## src/rtl/qsas_consts.vh

```
`ifndef QSAS_CONSTS_VH
`define QSAS_CONSTS_VH

// ==========================================================
// Pad states, ordered as the base-five digit value
`define QSAS_PAD_GND        3'h0
`define QSAS_PAD_RES_LOW    3'h1
`define QSAS_PAD_OPEN       3'h2
`define QSAS_PAD_RES_HIGH   3'h3
`define QSAS_PAD_SUPPLY     3'h4

// ==========================================================
// Address arithmetic
`define QSAS_ADDR_BASE      7'h01
`define QSAS_WEIGHT_HIGH    7'h19
`define QSAS_WEIGHT_MID     7'h05
`define QSAS_ADDR_COUNT     125

// ==========================================================
// Bus constants
`define QSAS_GEN_CALL_ADDR  8'h00
`define QSAS_SOFT_RST_BYTE  8'h06
`define QSAS_BITS_PER_BYTE  4'h8

// ==========================================================
// Timing
`define QSAS_CLK_MHZ        40
`define QSAS_SETTLE_NS      1000

`endif

```

## src/rtl/qsas_sync.v

```verilog
`default_nettype none

// ==========================================================
// Three-stage input filter: output moves once stages two and three agree
module qsas_sync #(
  parameter          WIDTH   = 1,
  parameter [WIDTH-1:0] RST_VAL = {WIDTH{1'b0}}
) (
  // Clock and reset
  input  wire             i_clock,
  input  wire             i_rst_n,
  // Data
  input  wire [WIDTH-1:0] i_async,
  output reg  [WIDTH-1:0] o_sync
);

  reg [WIDTH-1:0] stage1;
  reg [WIDTH-1:0] stage2;
  reg [WIDTH-1:0] stage3;

  always @(posedge i_clock)
  begin
    if (!i_rst_n)
    begin
      stage1 <= RST_VAL;
      stage2 <= RST_VAL;
      stage3 <= RST_VAL;
      o_sync <= RST_VAL;
    end
    else
    begin
      stage1 <= i_async;
      stage2 <= stage1;
      stage3 <= stage2;
      // Per bit, so activity on one line never holds back another
      o_sync <= (stage2 & stage3) | (o_sync & (stage2 | stage3));
    end
  end

endmodule

`default_nettype wire

```

## src/rtl/qsas_top.v

```verilog
`include "qsas_consts.vh"
`default_nettype none

// Operation
// - Up to 125 addresses from three pads
// - Each pad classified into one of five
// - Seven-bit address derived only from pads
// - Pads sampled at power-up and resets
// - Sensing powered down once address is known
// - Address is one plus base-five pad value
// - Output enable input is active low
// - Reset pin low reinitialises, incl. address
// - Bus soft reset acts like power-on reset
module qsas_top #(
  parameter SETTLE_NS = `QSAS_SETTLE_NS
) (
  // Clock and power-on reset
  input  wire       i_clock,
  input  wire       i_rst_n,
  // Device pins
  input  wire       i_reset_pin_n,
  input  wire       i_oe_n,
  input  wire       i_scl,
  input  wire       i_sda,
  output wire       o_sda_out,
  output reg        o_sda_oe,
  // Pad front end
  input  wire [2:0] i_addr_pad_low,
  input  wire [2:0] i_addr_pad_mid,
  input  wire [2:0] i_addr_pad_high,
  output reg        o_pad_sense_en,
  // Status towards the driver core
  output reg  [6:0] o_slave_addr,
  output reg        o_addr_valid,
  output reg        o_addr_match,
  output reg        o_read_req,
  output reg        o_led_enable,
  output reg        o_dev_rst_n
);

  localparam integer SETTLE_CYC_RAW = (SETTLE_NS * `QSAS_CLK_MHZ + 999) / 1000;
  localparam integer SETTLE_CYC     = (SETTLE_CYC_RAW < 1) ? 1 : SETTLE_CYC_RAW;
  localparam [11:0]  SETTLE_LAST    = SETTLE_CYC[11:0] - 12'h001;

  localparam [2:0] AS_SENSE = 3'h1;
  localparam [2:0] AS_LATCH = 3'h2;
  localparam [2:0] AS_DONE  = 3'h4;

  localparam [5:0] BS_IDLE   = 6'h01;
  localparam [5:0] BS_ADDR   = 6'h02;
  localparam [5:0] BS_ACK_A  = 6'h04;
  localparam [5:0] BS_DATA   = 6'h08;
  localparam [5:0] BS_ACK_D  = 6'h10;
  localparam [5:0] BS_IGNORE = 6'h20;

  // ==========================================================
  // Input filtering
  wire       pin_rst_n_s;
  wire       oe_n_s;
  wire       scl_s;
  wire       sda_s;
  wire [8:0] pads_s;

  qsas_sync #(.WIDTH(1), .RST_VAL(1'b1)) u_sync_rst (
    .i_clock (i_clock),
    .i_rst_n (i_rst_n),
    .i_async (i_reset_pin_n),
    .o_sync  (pin_rst_n_s)
  );

  qsas_sync #(.WIDTH(3), .RST_VAL(3'h7)) u_sync_bus (
    .i_clock (i_clock),
    .i_rst_n (i_rst_n),
    .i_async ({i_oe_n, i_scl, i_sda}),
    .o_sync  ({oe_n_s, scl_s, sda_s})
  );

  qsas_sync #(.WIDTH(9), .RST_VAL(9'h000)) u_sync_pad (
    .i_clock (i_clock),
    .i_rst_n (i_rst_n),
    .i_async ({i_addr_pad_high, i_addr_pad_mid, i_addr_pad_low}),
    .o_sync  (pads_s)
  );

  // ==========================================================
  // Combined reset: power-on, reset pin or bus soft reset
  reg  soft_rst;
  wire core_rst = !i_rst_n || !pin_rst_n_s || soft_rst;

  // ==========================================================
  // Pad classification and address arithmetic
  function [6:0] qsas_digit;
    input [2:0] lvl;
    begin
      // Out-of-range front-end codes saturate to supply
      if (lvl > `QSAS_PAD_SUPPLY)
        qsas_digit = {4'h0, `QSAS_PAD_SUPPLY};
      else
        qsas_digit = {4'h0, lvl};
    end
  endfunction

  wire [6:0] dig_low  = qsas_digit(pads_s[2:0]);
  wire [6:0] dig_mid  = qsas_digit(pads_s[5:3]);
  wire [6:0] dig_high = qsas_digit(pads_s[8:6]);
  // Max 1 + 124 = 125, fits in 7 bits
  wire [13:0] prod_high = dig_high * `QSAS_WEIGHT_HIGH;
  wire [13:0] prod_mid  = dig_mid * `QSAS_WEIGHT_MID;
  wire [6:0]  next_addr = `QSAS_ADDR_BASE + prod_high[6:0]
                          + prod_mid[6:0] + dig_low;

  // ==========================================================
  // Sense sequence
  reg [2:0]  as_state;
  reg [11:0] settle_cnt;

  always @(posedge i_clock)
  begin
    if (core_rst)
    begin
      as_state       <= AS_SENSE;
      settle_cnt     <= 12'h000;
      o_pad_sense_en <= 1'b1;
      o_slave_addr   <= 7'h00;
      o_addr_valid   <= 1'b0;
    end
    else
    begin
      case (as_state)
        AS_SENSE:
        begin
          // Wait for the front end and the three-stage filter to settle
          if (settle_cnt == SETTLE_LAST)
            as_state <= AS_LATCH;
          else
            settle_cnt <= settle_cnt + 12'h001;
        end
        AS_LATCH:
        begin
          o_slave_addr   <= next_addr;
          o_addr_valid   <= 1'b1;
          o_pad_sense_en <= 1'b0;
          as_state       <= AS_DONE;
        end
        AS_DONE:
        begin
          // Pads stay unpowered until the next reset
          o_pad_sense_en <= 1'b0;
        end
        default:
          as_state <= AS_SENSE;
      endcase
    end
  end

  // ==========================================================
  // Output enable, forced off while in reset
  always @(posedge i_clock)
  begin
    if (core_rst)
    begin
      o_led_enable <= 1'b0;
      o_dev_rst_n  <= 1'b0;
    end
    else
    begin
      o_led_enable <= !oe_n_s;
      o_dev_rst_n  <= 1'b1;
    end
  end

  // ==========================================================
  // Bus address receiver
  reg       scl_d;
  reg       sda_d;
  reg [5:0] bs_state;
  reg [3:0] bit_cnt;
  reg [7:0] shreg;
  reg       gcall;
  reg       soft_armed;

  wire scl_rise   = scl_s && !scl_d;
  wire scl_fall   = !scl_s && scl_d;
  wire start_cond = scl_s && scl_d && sda_d && !sda_s;
  wire stop_cond  = scl_s && scl_d && !sda_d && sda_s;
  wire byte_done  = scl_fall && (bit_cnt == `QSAS_BITS_PER_BYTE);
  wire own_match  = o_addr_valid && (shreg[7:1] == o_slave_addr);

  assign o_sda_out = 1'b0;

  always @(posedge i_clock)
  begin
    if (core_rst)
    begin
      scl_d        <= 1'b1;
      sda_d        <= 1'b1;
      bs_state     <= BS_IDLE;
      bit_cnt      <= 4'h0;
      shreg        <= 8'h00;
      gcall        <= 1'b0;
      soft_armed   <= 1'b0;
      soft_rst     <= 1'b0;
      o_sda_oe     <= 1'b0;
      o_addr_match <= 1'b0;
      o_read_req   <= 1'b0;
    end
    else
    begin
      scl_d        <= scl_s;
      sda_d        <= sda_s;
      o_addr_match <= 1'b0;
      if (stop_cond)
      begin
        bs_state   <= BS_IDLE;
        o_sda_oe   <= 1'b0;
        soft_rst   <= soft_armed;
        soft_armed <= 1'b0;
      end
      else if (start_cond)
      begin
        // First byte after any START is taken as the address
        bs_state <= BS_ADDR;
        bit_cnt  <= 4'h0;
        o_sda_oe <= 1'b0;
      end
      else
      begin
        case (bs_state)
          BS_IDLE:
            o_sda_oe <= 1'b0;
          BS_ADDR, BS_DATA:
          begin
            if (scl_rise)
            begin
              shreg   <= {shreg[6:0], sda_s};
              bit_cnt <= bit_cnt + 4'h1;
            end
            else if (byte_done && bs_state == BS_ADDR)
            begin
              gcall <= (shreg == `QSAS_GEN_CALL_ADDR) && o_addr_valid;
              if (own_match)
              begin
                bs_state     <= BS_ACK_A;
                o_sda_oe     <= 1'b1;
                o_addr_match <= 1'b1;
                o_read_req   <= shreg[0];
              end
              else if ((shreg == `QSAS_GEN_CALL_ADDR) && o_addr_valid)
              begin
                bs_state <= BS_ACK_A;
                o_sda_oe <= 1'b1;
              end
              else
                bs_state <= BS_IGNORE;
            end
            else if (byte_done)
            begin
              if (shreg == `QSAS_SOFT_RST_BYTE)
              begin
                bs_state   <= BS_ACK_D;
                o_sda_oe   <= 1'b1;
                soft_armed <= 1'b1;
              end
              else
                bs_state <= BS_IGNORE;
            end
          end
          BS_ACK_A:
          begin
            if (scl_fall)
            begin
              o_sda_oe <= 1'b0;
              bit_cnt  <= 4'h0;
              // Later bytes of an own transfer belong to the register core
              bs_state <= gcall ? BS_DATA : BS_IGNORE;
            end
          end
          BS_ACK_D:
          begin
            if (scl_fall)
            begin
              o_sda_oe <= 1'b0;
              bs_state <= BS_IGNORE;
            end
          end
          BS_IGNORE:
            o_sda_oe <= 1'b0;
          default:
          begin
            bs_state <= BS_IDLE;
            o_sda_oe <= 1'b0;
          end
        endcase
      end
      // The soft reset pulse clears itself through core_rst next cycle
    end
  end

endmodule

`default_nettype wire

```

## config.mk

```make
export PLATFORM = sky130hd
export DESIGN_NAME = qsas_top
export DESIGN_NICKNAME = d
export VERILOG_FILES = /design/src/rtl/qsas_sync.v /design/src/rtl/qsas_top.v
export VERILOG_INCLUDE_DIRS = /design/src /design/src/rtl
export SDC_FILE = /design/constraint.sdc
export NUM_CORES = 1
export LEC_CHECK = 0
export ABC_AREA = 1
export BUFFER_PORTS_ARGS = -buffer_cell sky130_fd_sc_hd__buf_4
export CORE_UTILIZATION = 54
export CTS_BUF_LIST = sky130_fd_sc_hd__clkbuf_8 sky130_fd_sc_hd__clkbuf_16
export DETAILED_ROUTE_END_ITERATION = 8
export GPL_ROUTABILITY_DRIVEN = 0
export PLACE_DENSITY = 0.86
export SLEW_MARGIN = 20
export SYNTH_ARGS = -nofsm -noshare
export SYNTH_HDL_FRONTEND = slang
export SYNTH_SLANG_ARGS = --single-unit
```

## constraint.sdc

```tcl
create_clock -name i_clock -period 3.45 [get_ports i_clock]
set_input_delay 0.69 -clock i_clock [delete_from_list [all_inputs] [get_ports i_clock]]
set_output_delay 0.69 -clock i_clock [all_outputs]
set_load 0.01 [all_outputs]
```

==> qor.csv <==
stage;metric;value;unit
status;outcome;finished, final reports clean;
critical_path;crit_path_max_incr_delay;0.54;ns
synthesis;synth-seq-cells;104;
critical_path;critical-path-slowest-cell;fa_1;
die;io_pins;30;
die;coreArea;8380;um2
pwr;p_leak;2.50;nW
clocking;clk_pin_slew;0.11;ns
critical_path;cp-start-kind;flop;
critical_path;reg2reg_slack;0.04;ns
synthesis;netlist_instances;613;
critical_path;crit_chain;nor2_1, inv_1, a21oi_2, nand2_2, nand3_2, inv_1, ha_1, or2_2, ha_1, inv_1, fa_1, inv_2, ha_4, nand3_2, nand3_2, nand2_1, nand2_1, a21oi_2, buf_4, nand2b_1, nand3_1, nand2_1, inv_1;
finish;final_cells;755;
synthesis;syn-num-nets;654;
sta;period_share;0.988;
critical_path;cp_top_family;adder cells;
synthesis;yosysTopAreaCellShare;0.438;
detailed_routing;dr.pass1.iters;4;
global_route;grt-ovfl-total;0;
synthesis;synth_cell_type_count;42;
sta;hold_viol;0;
clocking;cts_sinks;104;
die;dieArea;9180;um2
sta;fin_setup_tns;0;ns
placement;io_buffer_count;28;
detailed_routing;drt-wirelength-per-cell;11.9;um
synthesis;netlist_area;4750;um2
global_route;grt_max_degree;39;
synthesis;yosys_warnings;0;
finish;antenna_cells;0;
finish;multi_input_area;2240;um2
critical_path;path_common_cell;inv_1;
synthesis;synth-main-ff-cell;dfxtp_1;
sta;fmax;293;MHz
clocking;tritoncts;built;
detailed_routing;ant_nets;0;
global_route;grt_pass1_wl;14500;um
synthesis;ys_seq_area_frac;0.438;
clocking;cts_max_level;3;
sta;tightest_slew;0.537;ns
global_route;grt_pass1_vias;3576;
sta;layout_min_cycle_time;3.41;ns
placement;dp_hpwl;6250;um
synthesis;synthArstFlopShare;0;
critical_path;worstPathArrival;3.70;ns
die;fp.dieH;95.8;um
detailed_routing;drt_first_iter_violations;186;
clocking;cts_buffers;9;
finish;fin_nets;686;
placement;dp.cells;733;
pwr;pwr_density_cell;424;nW/um2
synthesis;synth_edf_count;0;
detailed_routing;drcViolationCount;0;
clocking;clk_path_buf_depth;2;
finish;drive_above_1_share;0.175;
die;placementRows;33;
synthesis;netlist_top_cells_area;dfxtp_1 44%, nand2_1 9.2%, inv_1 7.5%;
synthesis;yosys.area.top_type;dfxtp_1;
critical_path;critPathCaptureType;flop;
finish;areaGrowthSynthToFinish;12.7;%
detailed_routing;drt-total-wl;9020;um
sta;drv_slew;0;
critical_path;crit_buf_inv;6;
global_route;grt_util_all_layers;0.202;
sta;skew;0.0186;ns
finish;regArea;2090;um2
pwr;irDropWorstVdd;0.214;mV
critical_path;cp.required;3.74;ns
finish;nFillCells;687;
clocking;root_buffer;clkbuf_8;
detailed_routing;vias_per_cell;5.10;
sta;slew_headroom;0.639;
detailed_routing;vias;3852;
die;die_w;95.8;um
sta;setup_viol;0;
hold_path;hp-class;flop to flop;
critical_path;critical_path_class;flop to flop;
clocking;clk-insertion-delay-late;0.39;ns
synthesis;postSynthAreaPerCell;7.75;um2
sta;grt_setup_unrepaired;true;
die;start_util;0.567;
critical_path;cp_max_fo;3;
flow_run;cap_violations;0;
global_route;antenna_found_initial;0;
-- per-layer routing --
layer | global-route usage | wire length (um)
met5 | 0 | 0
met4 | 0.0796 | 193
met3 | 0.0537 | 388
met2 | 0.364 | 4410
met1 | 0.226 | 4020
-- final timing paths --
path              depth (start not counted)              end            startpoint
setup / recovery                         23  o_slave_addr[6]  u_sync_pad.o_sync[6]
hold / removal                            1     o_led_enable  u_sync_bus.o_sync[2]
setup reg to reg                         23  o_slave_addr[6]  u_sync_pad.o_sync[6]
hold reg to reg                           1     o_led_enable  u_sync_bus.o_sync[2]
-- Yosys cell counts (7+ instances only) --
library cell and instances:
or2_2 15, nand2_1 116, o21ai_0 32, inv_1 95, xor2_1 9, a21oi_1 56, nor2_1 56, xnor2_1 7
ha_1 23, nor3_1 7, inv_2 8, dfxtp_1 104, nand4_1 8, nand2_2 7, nand3_1 25
-- through the flow --
step	power [W]	worst slack, ns	util	area [um2]	hold slack (ns)
3_3_place_gp	0.00149	0.126	0.600	5030	0.393
3_5_place_dp	0.00150	-0.0376	0.600	5030	0.400
2_1_floorplan	0.00145	0.189	-	4750	0.386
4_1_cts	0.00228	0.0170	0.627	5260	0.426
6_report	0.00227	0.0424	0.639	5360	0.416
5_1_grt	0.00236	-0.146	0.639	5360	0.444
-- state kept, by name, summed over array words and instances (netlist names), 6 cells and up --
signal and cells:
u_sync_pad.stage2 9, o_slave_addr 7, u_sync_pad.o_sync 9, bs_state 6, settle_cnt 12, shreg 8
u_sync_pad.stage1 9, u_sync_pad.stage3 9
-- timing repair --
action | CTS | global route
hold endpoints to repair | 0 | 0
hold buffers | 0 | 0
setup endpoints to repair | 1 | 3
buffers inserted | 0 | 6
pin swaps | 0 | 6
gates resized for setup | 2 | 12
-- layout make-up --
| type | count | area share |
|---|---|---|
| clock buffers | 9 | 0.0231 |
| multi-input cells | 388 | 0.419 |
| repair buffers | 36 | 0.0505 |
| well taps | 105 | 0.0245 |
| clock inverters | 7 | 0.0185 |
| flip-flops and latches | 104 | 0.389 |
| inverters | 106 | 0.0752 |
-- cells in the final DEF (no fill, tap or decap), drive strengths merged --
cell type	synthesis	routed
dfxtp	104	104
nor3	8	8
nand4	10	10
inv	105	109
fa	3	3
o21ai	33	33
nor4	1	1
nand2	124	124
clkbuf	6	9
o211ai	2	2
a31oi	1	1
xnor2	7	7
a211oi	1	1
nor2	63	63
xor2	9	9
conb	1	1
o211a	1	1
nand3	27	27
nand2b	1	1
or2	15	15
o21a	1	1
clkinv	1	4
ha	23	23
buf	9	36
a21oi	57	57
-- cell families after synthesis --
group | Yosys count | share of synthesized area
AOI/OAI and AO/OA | 96 | 0.111
xor gates and xnor gates | 16 | 0.0295
adders and majority gates | 26 | 0.0732
buffers and inverters | 121 | 0.102
DFF | 104 | 0.438
other | 1 | 0.000789
and+or+nand+nor | 249 | 0.246
-- power breakdown --
part | switching (W) | leakage [nW] | internal (W)
clock network | 0.000493 | 0.111 | 0.000305
logic | 0.000130 | 1.54 | 0.0000789
registers | 0.0000256 | 0.848 | 0.00124
total | 0.000649 | 2.50 | 0.00162
Power figures use the tool's default switching activity.
